==> src/design/cmp_pkg.sv <==
// Constants shared by the core power and system control register bank
package cmp_pkg;
  // Register byte offsets
  localparam logic [11:0] CMP_OFF_GLOBAL_POWER = 12'h000;
  localparam logic [11:0] CMP_OFF_BANK_SLEEP = 12'h004;
  localparam logic [11:0] CMP_OFF_BANK_SHUTDOWN = 12'h008;
  localparam logic [11:0] CMP_OFF_SYSTEM_CONTROL = 12'h00c;
  localparam int CMP_ADDR_W = 12;
  localparam int CMP_BANKS = 4;
  localparam int CMP_BLOCKS = 4;
  // Field positions in the system control register
  localparam int CMP_SC_FIFO_DIS = 30;
  localparam int CMP_SC_SD_ALLOW = 26;
  localparam int CMP_SC_CG_OFF = 25;
  localparam int CMP_SC_ACC_IRQ = 17;
  localparam int CMP_SC_PREFETCH_BUFFER_INVALIDATE = 16;
  localparam int CMP_SC_UNINIT_ZERO = 15;
  localparam int CMP_SC_DPORT_PFB = 14;
  localparam int CMP_SC_IPORT_PFB = 13;
  localparam int CMP_SC_WIDTH_LO = 9;
  localparam int CMP_SC_VT_EXT = 3;
  localparam int CMP_SC_VT_INT = 2;
  localparam int CMP_SC_SW_RESET = 0;
  // Writable masks and the system control reset value
  localparam logic [31:0] CMP_SC_MASK = 32'h4603_fe0c;
  localparam logic [31:0] CMP_SC_RESET = 32'h0000_0000;
  localparam logic [31:0] CMP_BANK_MASK = 32'h0000_000f;
  localparam logic [31:0] CMP_SLEEP_MASK = 32'h0000_0003;
  // Sleep codes
  localparam logic [1:0] CMP_SLEEP_NONE = 2'h0;
  localparam logic [1:0] CMP_SLEEP_LIGHT = 2'h1;
  // Vector table base addresses
  localparam logic [23:0] CMP_VT_EXT_ADDR = 24'h40_0000;
  localparam logic [23:0] CMP_VT_INT_ADDR = 24'h90_0000;
  localparam logic [23:0] CMP_VT_BOOT_ADDR = 24'h50_0000;
  // AXI responses
  localparam logic [1:0] CMP_RESP_OKAY = 2'h0;
  localparam logic [1:0] CMP_RESP_SLVERR = 2'h2;
endpackage : cmp_pkg

==> src/design/cmp_ctrl_regs.sv <==
// Core power and system control register bank behind an AXI4-Lite slave
`timescale 1ns/100ps
`default_nettype none
module cmp_ctrl_regs (
  input wire logic clock,
  input wire logic rst,
  input wire logic [cmp_pkg::CMP_ADDR_W-1:0] s_axi_awaddr,
  input wire logic s_axi_awvalid,
  output logic s_axi_awready,
  input wire logic [31:0] s_axi_wdata,
  input wire logic [3:0] s_axi_wstrb,
  input wire logic s_axi_wvalid,
  output logic s_axi_wready,
  output logic [1:0] s_axi_bresp,
  output logic s_axi_bvalid,
  input wire logic s_axi_bready,
  input wire logic [cmp_pkg::CMP_ADDR_W-1:0] s_axi_araddr,
  input wire logic s_axi_arvalid,
  output logic s_axi_arready,
  output logic [31:0] s_axi_rdata,
  output logic [1:0] s_axi_rresp,
  output logic s_axi_rvalid,
  input wire logic s_axi_rready,
  output logic core_light_sleep,
  output logic [cmp_pkg::CMP_BANKS-1:0] bank_sleep_enable,
  output logic [cmp_pkg::CMP_BANKS-1:0] bank_shutdown_enable,
  output logic ext_mem_fifo_disable,
  output logic core_clock_gating_off,
  output logic local_mem_shutdown_allow,
  output logic accelerator_irq_enable,
  output logic prefetch_buffer_invalidate,
  output logic uninit_read_returns_zero,
  output logic data_port_prefetch_enable,
  output logic instr_port_prefetch_enable,
  output logic [cmp_pkg::CMP_BLOCKS-1:0] block_width_select,
  output logic [23:0] vector_table_base,
  output logic software_reset_request
);
  logic [cmp_pkg::CMP_ADDR_W-1:0] awaddr_q;
  logic aw_held_q;
  logic [31:0] wdata_q;
  logic [3:0] wstrb_q;
  logic w_held_q;
  logic [31:0] power_q;
  logic [31:0] sleep_q;
  logic [31:0] shutdown_q;
  logic [31:0] control_q;
  logic software_reset_request_arm_q;
  logic do_write;
  logic write_hit;
  logic [31:0] strb_mask;
  logic [31:0] read_word;
  logic read_hit;
  logic dec_light;
  logic [cmp_pkg::CMP_BANKS-1:0] dec_sleep;
  logic [cmp_pkg::CMP_BANKS-1:0] dec_shutdown;
  logic [cmp_pkg::CMP_BLOCKS-1:0] dec_wide;
  logic [23:0] dec_vector;

  // Address and data are caught independently, so either may come first
  always_ff @(posedge clock)
  begin
    if (rst)
    begin
      aw_held_q <= 1'b0;
      awaddr_q <= '0;
    end
    else if (s_axi_awvalid && s_axi_awready)
    begin
      aw_held_q <= 1'b1;
      awaddr_q <= s_axi_awaddr;
    end
    else if (do_write)
      aw_held_q <= 1'b0;
  end

  always_ff @(posedge clock)
  begin
    if (rst)
    begin
      w_held_q <= 1'b0;
      wdata_q <= '0;
      wstrb_q <= '0;
    end
    else if (s_axi_wvalid && s_axi_wready)
    begin
      w_held_q <= 1'b1;
      wdata_q <= s_axi_wdata;
      wstrb_q <= s_axi_wstrb;
    end
    else if (do_write)
      w_held_q <= 1'b0;
  end

  // Ready is dropped while a half is held or a response waits
  always_ff @(posedge clock)
  begin
    if (rst)
    begin
      s_axi_awready <= 1'b0;
      s_axi_wready <= 1'b0;
    end
    else
    begin
      s_axi_awready <= !aw_held_q && !(s_axi_awvalid && s_axi_awready) && !s_axi_bvalid
                       && !do_write;
      s_axi_wready <= !w_held_q && !(s_axi_wvalid && s_axi_wready) && !s_axi_bvalid
                      && !do_write;
    end
  end

  assign do_write = aw_held_q && w_held_q && !s_axi_bvalid;

  // Byte enables widened to a bit mask
  genvar b;
  generate
    for (b = 0; b < 4; b++)
    begin : g_strb
      assign strb_mask[b*8 +: 8] = {8{wstrb_q[b]}};
    end
  endgenerate

  always_comb
  begin
    write_hit = 1'b1;
    case (awaddr_q[cmp_pkg::CMP_ADDR_W-1:2])
      cmp_pkg::CMP_OFF_GLOBAL_POWER[cmp_pkg::CMP_ADDR_W-1:2]: write_hit = 1'b1;
      cmp_pkg::CMP_OFF_BANK_SLEEP[cmp_pkg::CMP_ADDR_W-1:2]: write_hit = 1'b1;
      cmp_pkg::CMP_OFF_BANK_SHUTDOWN[cmp_pkg::CMP_ADDR_W-1:2]: write_hit = 1'b1;
      cmp_pkg::CMP_OFF_SYSTEM_CONTROL[cmp_pkg::CMP_ADDR_W-1:2]: write_hit = 1'b1;
      default: write_hit = 1'b0;
    endcase
  end

  // Write response one cycle after both halves are in hand
  always_ff @(posedge clock)
  begin
    if (rst)
    begin
      s_axi_bvalid <= 1'b0;
      s_axi_bresp <= cmp_pkg::CMP_RESP_OKAY;
    end
    else if (do_write)
    begin
      s_axi_bvalid <= 1'b1;
      s_axi_bresp <= write_hit ? cmp_pkg::CMP_RESP_OKAY : cmp_pkg::CMP_RESP_SLVERR;
    end
    else if (s_axi_bready)
      s_axi_bvalid <= 1'b0;
  end

  // Stored words; only defined bits take a write
  always_ff @(posedge clock)
  begin
    if (rst)
    begin
      power_q <= '0;
      sleep_q <= '0;
      shutdown_q <= '0;
      control_q <= cmp_pkg::CMP_SC_RESET;
    end
    else
    begin
      if (do_write && awaddr_q == cmp_pkg::CMP_OFF_GLOBAL_POWER)
        power_q <= (power_q & ~(strb_mask & cmp_pkg::CMP_SLEEP_MASK))
                   | (wdata_q & strb_mask & cmp_pkg::CMP_SLEEP_MASK);
      if (do_write && awaddr_q == cmp_pkg::CMP_OFF_BANK_SLEEP)
        sleep_q <= (sleep_q & ~(strb_mask & cmp_pkg::CMP_BANK_MASK))
                   | (wdata_q & strb_mask & cmp_pkg::CMP_BANK_MASK);
      if (do_write && awaddr_q == cmp_pkg::CMP_OFF_BANK_SHUTDOWN)
        shutdown_q <= (shutdown_q & ~(strb_mask & cmp_pkg::CMP_BANK_MASK))
                      | (wdata_q & strb_mask & cmp_pkg::CMP_BANK_MASK);
      if (do_write && awaddr_q == cmp_pkg::CMP_OFF_SYSTEM_CONTROL)
        control_q <= (control_q & ~(strb_mask & cmp_pkg::CMP_SC_MASK))
                     | (wdata_q & strb_mask & cmp_pkg::CMP_SC_MASK);
    end
  end

  // Software reset is armed on the write and fires one cycle later,
  // so whatever follows the write still completes first
  always_ff @(posedge clock)
  begin
    if (rst)
    begin
      software_reset_request_arm_q <= 1'b0;
      software_reset_request <= 1'b0;
    end
    else
    begin
      software_reset_request_arm_q <= do_write && awaddr_q == cmp_pkg::CMP_OFF_SYSTEM_CONTROL
                    && wstrb_q[cmp_pkg::CMP_SC_SW_RESET / 8]
                    && wdata_q[cmp_pkg::CMP_SC_SW_RESET];
      software_reset_request <= software_reset_request_arm_q;
    end
  end

  // Invalidate is a one-cycle pulse on each write that sets bit 16
  always_ff @(posedge clock)
  begin
    if (rst)
      prefetch_buffer_invalidate <= 1'b0;
    else
      prefetch_buffer_invalidate <= do_write
                                    && awaddr_q == cmp_pkg::CMP_OFF_SYSTEM_CONTROL
                                    && wstrb_q[cmp_pkg::CMP_SC_PREFETCH_BUFFER_INVALIDATE / 8]
                                    && wdata_q[cmp_pkg::CMP_SC_PREFETCH_BUFFER_INVALIDATE];
  end

  cmp_field_decode u_decode (
    .power_word(power_q),
    .sleep_word(sleep_q),
    .shutdown_word(shutdown_q),
    .control_word(control_q),
    .light_sleep(dec_light),
    .bank_sleep(dec_sleep),
    .bank_shutdown(dec_shutdown),
    .block_wide(dec_wide),
    .vector_base(dec_vector)
  );

  // Control outputs registered so they come straight from flops
  always_ff @(posedge clock)
  begin
    if (rst)
    begin
      core_light_sleep <= 1'b0;
      bank_sleep_enable <= '0;
      bank_shutdown_enable <= '0;
      ext_mem_fifo_disable <= 1'b0;
      core_clock_gating_off <= 1'b0;
      local_mem_shutdown_allow <= 1'b0;
      accelerator_irq_enable <= 1'b0;
      uninit_read_returns_zero <= 1'b0;
      data_port_prefetch_enable <= 1'b0;
      instr_port_prefetch_enable <= 1'b0;
      block_width_select <= '0;
      vector_table_base <= cmp_pkg::CMP_VT_BOOT_ADDR;
    end
    else
    begin
      core_light_sleep <= dec_light;
      bank_sleep_enable <= dec_sleep;
      bank_shutdown_enable <= dec_shutdown;
      ext_mem_fifo_disable <= control_q[cmp_pkg::CMP_SC_FIFO_DIS];
      core_clock_gating_off <= control_q[cmp_pkg::CMP_SC_CG_OFF];
      local_mem_shutdown_allow <= control_q[cmp_pkg::CMP_SC_SD_ALLOW];
      accelerator_irq_enable <= control_q[cmp_pkg::CMP_SC_ACC_IRQ];
      uninit_read_returns_zero <= control_q[cmp_pkg::CMP_SC_UNINIT_ZERO];
      data_port_prefetch_enable <= control_q[cmp_pkg::CMP_SC_DPORT_PFB];
      instr_port_prefetch_enable <= control_q[cmp_pkg::CMP_SC_IPORT_PFB];
      block_width_select <= dec_wide;
      vector_table_base <= dec_vector;
    end
  end

  // Read mux; the invalidate bit is stored but reads back as zero, and the reset bit is never stored
  always_comb
  begin
    read_hit = 1'b1;
    case (s_axi_araddr[cmp_pkg::CMP_ADDR_W-1:2])
      cmp_pkg::CMP_OFF_GLOBAL_POWER[cmp_pkg::CMP_ADDR_W-1:2]: read_word = power_q;
      cmp_pkg::CMP_OFF_BANK_SLEEP[cmp_pkg::CMP_ADDR_W-1:2]: read_word = sleep_q;
      cmp_pkg::CMP_OFF_BANK_SHUTDOWN[cmp_pkg::CMP_ADDR_W-1:2]: read_word = shutdown_q;
      cmp_pkg::CMP_OFF_SYSTEM_CONTROL[cmp_pkg::CMP_ADDR_W-1:2]:
        read_word = control_q & ~(32'h1 << cmp_pkg::CMP_SC_PREFETCH_BUFFER_INVALIDATE);
      default:
      begin
        read_word = '0;
        read_hit = 1'b0;
      end
    endcase
  end

  // Reads answer one cycle after acceptance; one at a time
  always_ff @(posedge clock)
  begin
    if (rst)
    begin
      s_axi_arready <= 1'b0;
      s_axi_rvalid <= 1'b0;
      s_axi_rdata <= '0;
      s_axi_rresp <= cmp_pkg::CMP_RESP_OKAY;
    end
    else if (s_axi_arvalid && s_axi_arready)
    begin
      s_axi_arready <= 1'b0;
      s_axi_rvalid <= 1'b1;
      s_axi_rdata <= read_word;
      s_axi_rresp <= read_hit ? cmp_pkg::CMP_RESP_OKAY : cmp_pkg::CMP_RESP_SLVERR;
    end
    else if (s_axi_rvalid)
    begin
      if (s_axi_rready)
        s_axi_rvalid <= 1'b0;
    end
    else
      s_axi_arready <= 1'b1;
  end
endmodule : cmp_ctrl_regs
`default_nettype wire

==> src/design/cmp_field_decode.sv <==
// Decode of stored control words into the light sleep, bank enable, width select and vector base outputs
`timescale 1ns/100ps
`default_nettype none
module cmp_field_decode (
  input wire logic [31:0] power_word,
  input wire logic [31:0] sleep_word,
  input wire logic [31:0] shutdown_word,
  input wire logic [31:0] control_word,
  output logic light_sleep,
  output logic [cmp_pkg::CMP_BANKS-1:0] bank_sleep,
  output logic [cmp_pkg::CMP_BANKS-1:0] bank_shutdown,
  output logic [cmp_pkg::CMP_BLOCKS-1:0] block_wide,
  output logic [23:0] vector_base
);
  // Reserved sleep codes fall back to no sleep
  assign light_sleep = (power_word[1:0] == cmp_pkg::CMP_SLEEP_LIGHT);
  // One enable per bank, bit n to bank n
  genvar g;
  generate
    for (g = 0; g < cmp_pkg::CMP_BANKS; g++)
    begin : g_bank
      assign bank_sleep[g] = sleep_word[g];
      assign bank_shutdown[g] = shutdown_word[g];
    end
    for (g = 0; g < cmp_pkg::CMP_BLOCKS; g++)
    begin : g_blk
      assign block_wide[g] = control_word[cmp_pkg::CMP_SC_WIDTH_LO + g];
    end
  endgenerate
  // External map wins over internal if both are set; neither means boot ROM
  always_comb
  begin
    if (control_word[cmp_pkg::CMP_SC_VT_EXT])
      vector_base = cmp_pkg::CMP_VT_EXT_ADDR;
    else if (control_word[cmp_pkg::CMP_SC_VT_INT])
      vector_base = cmp_pkg::CMP_VT_INT_ADDR;
    else
      vector_base = cmp_pkg::CMP_VT_BOOT_ADDR;
  end
endmodule : cmp_field_decode
`default_nettype wire

==> config.mk <==
export PLATFORM = sky130hd
export DESIGN_NAME = cmp_ctrl_regs
export DESIGN_NICKNAME = d
export VERILOG_FILES = /design/src/design/cmp_pkg.sv /design/src/design/cmp_ctrl_regs.sv /design/src/design/cmp_field_decode.sv
export SDC_FILE = /design/constraint.sdc
export NUM_CORES = 1
export LEC_CHECK = 0
export ABC_AREA = 1
export BUFFER_PORTS_ARGS = -buffer_cell sky130_fd_sc_hd__buf_2
export CORE_MARGIN = 5
export CORE_UTILIZATION = 42
export CTS_BUF_LIST = sky130_fd_sc_hd__clkbuf_4 sky130_fd_sc_hd__clkbuf_8
export DETAILED_ROUTE_END_ITERATION = 10
export PLACE_DENSITY_LB_ADDON = 0.3
export SLEW_MARGIN = 25
export SYNTH_ARGS = -nofsm -noshare
export SYNTH_HDL_FRONTEND = slang
export SYNTH_SLANG_ARGS = --single-unit
==> constraint.sdc <==
create_clock -name clock -period 3 [get_ports clock]
set_input_delay 0.15 -clock clock [delete_from_list [all_inputs] [get_ports clock]]
set_output_delay 0.15 -clock clock [all_outputs]
set_load 0.05 [all_outputs]
# Yosys cells after proc, flatten, opt, wreduce, memory -nomap -nowiden
# Cells that the tools add are included.
[totals]
register_bits = 265
output_inout_bits = 87
inputBits = 67
elab_cells = 105
[classes]
n_eq_ne = 10
n_reduce_logical = 35
mux = 15
n_bitwise = 12
[ops]
columns = ["op", "n"]
rows = [
  ["$and 32x32->32", 4],
  ["$pmux 32 s4", 1],
  ["$or 32x4->32", 2],
  ["$eq 10x2->1 const B", 4],
  ["$not 2->32", 1],
  ["$not 31->32", 1],
  ["$not 4->32", 1],
  ["$or 32x2->32", 1],
  ["$or 32x31->32", 1],
  ["$and 31x31->31", 1],
  ["$eq 12x4->1 const B", 2],
  ["$mux 24", 1],
  ["$mux 21", 1],
  ["$eq 10x1->1 const B", 2],
  ["$logic_not 10->1", 2],
  ["$logic_and 1x1->1", 19],
  ["$eq 12x3->1 const B", 1],
  ["$logic_not 12->1", 1],
  ["$mux 1", 10],
  ["$reduce_or 4->1", 2],
  ["$logic_not 1->1", 6],
  ["$reduce_bool 2->1", 3],
  ["$mux 2", 2],
  ["$reduce_or 2->1", 2],
  ["$eq 2x1->1 const B", 1],
]

# Longest topological paths before layout
# Gate-level depths: netlist of run 1.
[logic_depth]
word_depth = 5
ltp_mapped = 8

# Modules after synthesis
# Synthesis of run 1 repeated with hierarchy kept, for this count alone.
[unflattened]
hier_cells = 641
hier_area_um2 = 4943.5
[by_module_without_submodules]
columns = ["module", "n_inst", "area_per_inst_um2", "cells_per_inst", "seq_area_each_um2"]
rows = [
  ["cmp_ctrl_regs", 1, 4669.5, 601, 2542.4],
  ["cmp_field_decode", 1, 274.0, 40, 0.0],
]

# Least setup slack after synthesis of run 1
# No wires, ideal clock.
[synth_timing]
path_kind = "reg2reg"
startpoint = "register s_axi_bvalid"
endpoint = "register (tool-made name)"
stages_incl_launch_ff = 9
setup_ns = 0.113
period_less_slack_ns = 1.465
n_path_buf = 1
arrival_ns = 1.353
slack_ns = 1.535
path_cell_list = "dfxtp_1 -> inv_1 -> nand3_2 -> inv_2 -> nand4_4 -> buf_6 -> nand2_1 -> nand2_1 -> nor2_1"
[synth_rtl]
columns = ["item", "line", "source"]
rows = [
  ["from (decl)", "cmp_ctrl_regs.sv:15", "output logic s_axi_bvalid,"],
  ["from (signal assigned)", "cmp_ctrl_regs.sv:140", "s_axi_bvalid <= 1'b0;"],
  ["from (signal assigned)", "cmp_ctrl_regs.sv:145", "s_axi_bvalid <= 1'b1;"],
  ["from (signal assigned)", "cmp_ctrl_regs.sv:149", "s_axi_bvalid <= 1'b0;"],
]

==> results.rst, run 1 <==
.. list-table::
   :header-rows: 1

   * - Metric
     - Value
   * - Setup TNS
     - 0 ns
   * - Highest fanout seen on the critical path
     - 37
   * - First-pass GRT wire length
     - 13,490 µm
   * - DRC violation count after routing
     - 0
   * - Site Rows
     - 36
   * - Net Sw Frac
     - 27.91%
   * - Sum of routed wire length over all layers
     - 8344 µm
   * - Uppermost routed layer
     - met4
   * - Routed met2 length
     - 3724 µm
   * - Num CTS Buffers
     - 9
   * - Quantity of hold-fixing buffers added after cts
     - 0
   * - Slowest cell on the critical path
     - sky130_fd_sc_hd__inv_1
   * - Startpoint Class
     - input pin
   * - Full die area
     - 11,850 µm²
   * - Number of synthesized flops with an enable pin
     - 0
   * - Number of hold violations in the final report
     - 0
   * - Final slew viol count
     - 0
   * - Floorplan die width
     - 108.9 µm
   * - TritonCTS clock tree
     - built
   * - Post-route ant nets
     - 0
   * - Power share of the sequential group
     - 52.8%
   * - H-tree Lvls
     - 3
   * - Global-route usage over all layers
     - 14.56%
   * - Internal power
     - 1.991 mW
   * - Worst-case headroom to the max-slew limit
     - 53.88%
   * - Setup Crit Path Kind
     - in -> reg
   * - Number of global-route vias before repair
     - 2,967
   * - Type of the worst min-delay path
     - in -> reg
   * - Portion of synthesized cell area occupied by the leading cell type
     - 51.22%
   * - Clock network latency to the later pin of the worst-skew pair
     - 0.37 ns
   * - Wl on met1
     - 3986 µm
   * - Yosys reg bits
     - 105
   * - Final weighted congestion in routability-driven placement
     - 0.7778
   * - Slew at the pin with the worst max-slew slack
     - 0.6892 ns
   * - Post-CTS setup-driven buffer insertion count
     - 0
   * - Run status
     - completed
   * - Final layout net count
     - 699
   * - Post-layout min period
     - 1.465 ns
   * - Cell family with the largest share of critical-path delay
     - buffers and inverters
   * - Overall via count from detail_route
     - 3,294
   * - Number of filler instances in the final layout
     - 1,005
   * - Max-cap violation count
     - 0
   * - Standard cell core area
     - 9639 µm²
   * - Met3 routed WL
     - 561 µm
   * - Height of the die
     - 108.9 µm
   * - Data required time of the critical path
     - 3.29 ns
   * - Synth async-reset ratio
     - 0%
   * - LEAKAGE
     - 2.463 nW
   * - Seq/Total Area, Yosys
     - 51.22%
   * - First-iteration detailed-routing DRC count
     - 140
   * - Maximum clock rate
     - 682.6 MHz
   * - Total power after layout
     - 2.762 mW
   * - P_sw
     - 0.7710 mW
   * - Number of antenna violations at the first check in global routing
     - 0
   * - Syn Std Cell Area
     - 4104 µm²
   * - Total iterations of the first detailed-routing run
     - 4
   * - Leading cell type by number of instances after synthesis
     - sky130_fd_sc_hd__nor2_1
   * - Gate count of the mapped netlist
     - 541
   * - Library cells used by synthesis
     - 27
   * - Share of cells above drive strength 1
     - 20.41%
   * - Cell area power density
     - 578.3 nW/µm²
   * - Total congestion overflow after global routing
     - 0
   * - Commonest cells in the synthesized netlist
     - 130 x sky130_fd_sc_hd__nor2_1, 105 x sky130_fd_sc_hd__dfxtp_1, 104 x sky130_fd_sc_hd__nand2_1
   * - Maximum number of pins on one net before global-route repair
     - 38
   * - VDD IR max
     - 210.6 µV
   * - CP Data Arrival Time
     - 1.75 ns
   * - Total of cells resized after clock tree synthesis
     - 0
   * - Detail-routed via count per cell
     - 4.272
   * - Synth warnings
     - 0
   * - # IOs
     - 154
   * - Logic pwr share
     - 11.6%
   * - Buffering stage count on the worst path with inverters included
     - 3
   * - Count of clock tree sinks
     - 105
   * - Ranking of synthesized cells by area
     - sky130_fd_sc_hd__dfxtp_1 51%, sky130_fd_sc_hd__nor2_1 12%, sky130_fd_sc_hd__nand2_1 9.5%, sky130_fd_sc_hd__buf_4 7.3%, sky130_fd_sc_hd__inv_1 4.5%
   * - Top cell type by total area after synthesis
     - sky130_fd_sc_hd__dfxtp_1
   * - Starting Density
     - 42.58%
   * - Final setup violation count
     - 0
   * - Clock tree buffer depth
     - 2
   * - Half-perimeter wire length after detailed placement
     - 6196 µm
   * - RSZ-0062 raised after global routing
     - false
   * - Master cell of the clock root buffer
     - sky130_fd_sc_hd__clkbuf_8
   * - Clock network fraction of total power
     - 35.6%
   * - Biggest cell delay along the critical path
     - 0.55 ns
   * - Max Clock Skew
     - 0.01239 ns
   * - Area added between synthesis and finish
     - 16.37%
   * - Number of port buffers
     - 95
   * - Share of the cycle needed by the critical path after routing
     - 48.83%
   * - Mean post-synth cell area
     - 7.586 µm²
   * - Clock transition at the registers of the reported paths
     - 0.09 ns
   * - Final routed wire length divided by cell count
     - 10.82 µm
   * - Ordered cell list for the critical path
     - buf_2 > inv_1 > buf_4 > o21ai_0 > a21oi_1
   * - Predominant post-synthesis flop cell
     - sky130_fd_sc_hd__dfxtp_1
   * - Type of element capturing the critical path
     - register
worst reg2reg max path: stages (launching register included):
cell and delay [ns]:
sky130_fd_sc_hd__dfxtp_1 0.35, sky130_fd_sc_hd__nand2_1 0.05, sky130_fd_sc_hd__inv_1 0.13, sky130_fd_sc_hd__nand2_1 0.09, sky130_fd_sc_hd__nor2_1 0.53, sky130_fd_sc_hd__nand2_1 0.13, sky130_fd_sc_hd__nand2_1 0.09
path summary, 6_finish.rpt:
kind,from,end,slack [ns],depth (start not counted)
setup / recovery,rst,wdata_q[1],1.54,5
hold / removal,s_axi_awaddr[4],awaddr_q[4],0.03,3
setup reg to reg,s_axi_arready,s_axi_rdata[25],1.59,6
hold reg to reg,software_reset_request_arm_q,software_reset_request,0.41,2
metal layers:
layer  vias to the layer above  GRT usage (%)
li1                       1762              -
met1                      1431          19.82
met2                        95          22.51
met3                         6          3.434
met4                         0          5.410
met5                         -              0
area by class of cell:
type                       instances  area, µm²  share of cell area, %
timing repair buffer              98      498.0                  10.43
sequential                       105       2102                  44.01
tap                              133      166.4                  3.484
clock buffer                       9      123.9                  2.594
inverter                          51      191.4                  4.008
clock inverter                     7      110.1                  2.305
antenna                            1      2.502                0.05240
multi-input combinational        367       1582                  33.12
metrics by stage:
step           hold WS, ns  std cells  util (%)  setup slack [ns]  area (µm²)
3_3_place_gp        0.4010        754     47.07             1.185        4537
5_1_grt            0.03209        770     49.52             1.278        4773
2_1_floorplan       0.3167        580         -             1.535        4250
4_1_cts            0.01184        770     49.49             1.486        4771
3_5_place_dp        0.3997        754     47.07             1.143        4537
6_report           0.03331        771     49.55             1.535        4776
cell families after synthesis:
logic type / after synthesis / share of synthesized area, %
AND/OR/NAND/NOR: 280 / 29.02
buffers and inverters: 108 / 13.87
flip-flops: 105 / 51.22
AO/OA/AOI/OAI: 47 / 5.793
other: 1 / 0.09138
layout by cell type, fill, tap and decap left out, types with 2 or more instances in the layout:
cell type                   instances
sky130_fd_sc_hd__dfxtp_1          105
sky130_fd_sc_hd__inv_6              3
sky130_fd_sc_hd__nand2_2            3
sky130_fd_sc_hd__nand2_1          104
sky130_fd_sc_hd__inv_1             49
sky130_fd_sc_hd__conb_1            40
sky130_fd_sc_hd__bufinv_16          2
sky130_fd_sc_hd__a21oi_1           12
sky130_fd_sc_hd__nand3_2            2
sky130_fd_sc_hd__buf_2             95
sky130_fd_sc_hd__o21ai_0           34
sky130_fd_sc_hd__nand4_1            2
sky130_fd_sc_hd__nor2_2             4
sky130_fd_sc_hd__nand3_1           25
sky130_fd_sc_hd__nor3_1             5
sky130_fd_sc_hd__clkbuf_8           9
sky130_fd_sc_hd__buf_4              3
sky130_fd_sc_hd__nor2_1           129
power groups by stage:
stage	clock [mW]	combinational [mW]	sequential (mW)
2_1_floorplan	0	0.276	1.51
3_3_place_gp	0	0.317	1.49
3_5_place_dp	0	0.322	1.49
4_1_cts	1.02	0.322	1.46
5_1_grt	1.08	0.353	1.46
6_report	0.984	0.321	1.46
(Power assumes the default switching activity.)
==> run 2, diff against run 1 <==
==> constraint.sdc (replaced) <==
create_clock -name clock -period 1.3 [get_ports clock]
set_input_delay 0.065 -clock clock [delete_from_list [all_inputs] [get_ports clock]]
set_output_delay 0.065 -clock clock [all_outputs]
set_load 0.05 [all_outputs]
==> run 2 against run 1 <==
Against the previous run:
- the run now ends with setup timing left
- global-route usage increased by 0.63 points
- worst setup slack got worse by 1.6 ns
- critical path depth increased by 3
- non-clock buffer count increased by 49
- clock skew increased by 0.0017 ns
- sequential share of layout area decreased by 4.2 points
- cell area increased by 11%
- largest power group unchanged
- highest routed layer unchanged
==> results.rst, run 2 (synthesized netlist as in run 1, its figures left out) <==
.. list-table::
   :header-rows: 1

   * - Metric
     - Value
   * - Run status
     - complete, but fails checks
   * - Violated checks
     - setup timing
   * - Height of the die
     - 108.9 µm
   * - Clock tree buffer depth
     - 2
   * - Max Clock Skew
     - 0.01410 ns
   * - Global-route usage over all layers
     - 15.20%
   * - Maximum number of pins on one net before global-route repair
     - 25
   * - Setup TNS
     - -0.06259 ns
   * - Count of clock tree sinks
     - 105
   * - Sum of routed wire length over all layers
     - 9241 µm
   * - First-pass GRT wire length
     - 14,550 µm
   * - Most common cell after layout, fill and taps aside
     - sky130_fd_sc_hd__nor2_1
   * - Cell family with the largest share of critical-path delay
     - simple AND/OR/NAND/NOR gates
   * - Full die area
     - 11,850 µm²
   * - Clock network latency to the later pin of the worst-skew pair
     - 0.36 ns
   * - P_sw
     - 1.816 mW
   * - Detail-routed via count per cell
     - 4.304
   * - Startpoint Class
     - register
   * - Flop-to-flop setup slack
     - -0.02 ns
   * - Ordered cell list for the critical path
     - nor2_4 > nand2_4 > nor3_4 > buf_6 > clkbuf_16 > nand3_2 > nand2_1 > nor2_1
   * - Setup Crit Path Kind
     - reg -> reg
   * - Net Sw Frac
     - 29.40%
   * - TritonCTS clock tree
     - built
   * - Most frequent cells in the layout
     - 124 x sky130_fd_sc_hd__nor2_1, 100 x sky130_fd_sc_hd__nand2_1, 95 x sky130_fd_sc_hd__buf_2
   * - Final routed wire length divided by cell count
     - 11.28 µm
   * - Number of global-route vias before repair
     - 3,266
   * - Type of element capturing the critical path
     - register
   * - Overall via count from detail_route
     - 3,525
   * - Share of cells above drive strength 1
     - 25.36%
   * - Biggest cell delay along the critical path
     - 0.35 ns
   * - Half-perimeter wire length after detailed placement
     - 6532 µm
   * - Post-Layout Inst Area
     - 5320 µm²
   * - CP Data Arrival Time
     - 1.59 ns
   * - Clock network fraction of total power
     - 30.9%
   * - Max-cap violation count
     - 0
   * - Clock transition at the registers of the reported paths
     - 0.10 ns
   * - Antenna cell count
     - 0
   * - Slowest cell on the critical path
     - sky130_fd_sc_hd__dfxtp_2
   * - Final layout net count
     - 748
   * - Post-layout min period
     - 1.322 ns
   * - Master cell of the clock root buffer
     - sky130_fd_sc_hd__clkbuf_8
   * - Share of the cycle needed by the critical path after routing
     - 101.7%
   * - Standard cell core area
     - 9639 µm²
   * - LEAKAGE
     - 2.708 nW
   * - Floorplan die width
     - 108.9 µm
   * - Total iterations of the first detailed-routing run
     - 4
   * - H-tree Lvls
     - 3
   * - DRC violation count after routing
     - 0
   * - Fin worst setup slack
     - -0.02164 ns
   * - Final slew viol count
     - 0
   * - Maximum clock rate
     - 756.6 MHz
   * - Internal power
     - 4.360 mW
   * - Post-detailed-placement cell area
     - 4644 µm²
   * - Power share of the sequential group
     - 54.8%
   * - Data required time of the critical path
     - 1.57 ns
   * - Final setup violation count
     - 3
   * - Total power after layout
     - 6.176 mW
   * - Final weighted congestion in routability-driven placement
     - 0.7920
   * - Area added between synthesis and finish
     - 29.63%
   * - Highest fanout seen on the critical path
     - 4
   * - Number of antenna violations at the first check in global routing
     - 0
   * - Site Rows
     - 36
   * - Number of hold violations in the final report
     - 0
   * - Type of the worst min-delay path
     - in -> reg
   * - First-iteration detailed-routing DRC count
     - 130
   * - Cell area power density
     - 1161 nW/µm²
   * - Number of port buffers
     - 95
   * - Logic pwr share
     - 14.3%
   * - Starting Density
     - 42.58%
   * - Num CTS Buffers
     - 9
   * - Post-route ant nets
     - 0
   * - RSZ-0062 raised after global routing
     - true
   * - Buffering stage count on the worst path with inverters included
     - 2
   * - VDD IR max
     - 560.5 µV
   * - Total congestion overflow after global routing
     - 0
   * - Number of filler instances in the final layout
     - 942
   * - # IOs
     - 154
[run 2: cell count changes in the layout (fill, tap and decap cells not counted), moves of 4 or more]
cell,delta
sky130_fd_sc_hd__buf_4,+12
sky130_fd_sc_hd__dfxtp_1,-13
sky130_fd_sc_hd__dfxtp_2,+13
sky130_fd_sc_hd__dlygate4sd3_1,+34
sky130_fd_sc_hd__nand2_1,-4
sky130_fd_sc_hd__nand3_1,-4
sky130_fd_sc_hd__nor2_1,-5
sky130_fd_sc_hd__nor2_4,+5
[run 2: through the flow]
step | hold slack (ns) | utilization (%) | worst slack (ns) | cells
after floorplan | 0.2317 | - | 0.01337 | 580
after global placement | 0.3032 | 48.18 | 0.04336 | 766
after detailed placement | 0.3046 | 48.18 | 0.01899 | 766
after CTS | 0.01981 | 53.71 | -0.01186 | 816
after global routing | 0.04381 | 55.19 | -0.1112 | 819
final | 0.02731 | 55.19 | -0.02164 | 819
[run 2: what timing repair did]
action                                  CTS  global route
gates cloned                              0             1
hold buffers                             34             0
endpoints found under the setup margin    5            26
pin swaps                                 6            18
endpoints found under the hold margin    33             0
buffers inserted                          0             2
resized for setup                         4            33
[run 2: cell type report]
type	instances	area (µm²)	area share (%)
Clock buffer	10	137.6	2.587
Multi-Input combinational cell	367	1672	31.42
Inverter	51	193.9	3.645
Sequential cell	105	2118	39.82
Timing Repair Buffer	147	984.7	18.51
Tap cell	133	166.4	3.128
Clock inverter	6	47.55	0.8937
[run 2: final timing paths]
kind | cells after the start | to | startpoint
setup / recovery | 8 | register | awaddr_q[4]
hold / removal | 3 | awaddr_q[3] | s_axi_awaddr[3]
setup reg to reg | 8 | register | awaddr_q[4]
hold reg to reg | 2 | software_reset_request | software_reset_request_arm_q
[run 2: per-layer routing]
metal / track usage, % / part of all wire, % / vias up / wire, µm
li1: - / - / 1850 / -
met1: 19.72 / 45 / 1564 / 4155
met2: 24.85 / 47 / 100 / 4360
met3: 3.197 / 6.4 / 11 / 592
met4: 5.771 / 1.4 / 0 / 132
met5: 0 / 0 / - / 0
[run 2: worst min-delay path: cells and delay by family]
family / cells / cell delay (ns)
buf+inv: 1 / 0.07
compound gates: 2 / 0.21
[run 2: power groups by stage]
stage          registers, mW  logic, mW  clock network [mW]
2_1_floorplan           3.48      0.637                   0
6_report                3.39      0.884                1.91
3_3_place_gp            3.44      0.753                   0
3_5_place_dp            3.44      0.766                   0
4_1_cts                 3.37      0.845                1.95
5_1_grt                 3.40      0.962                2.10
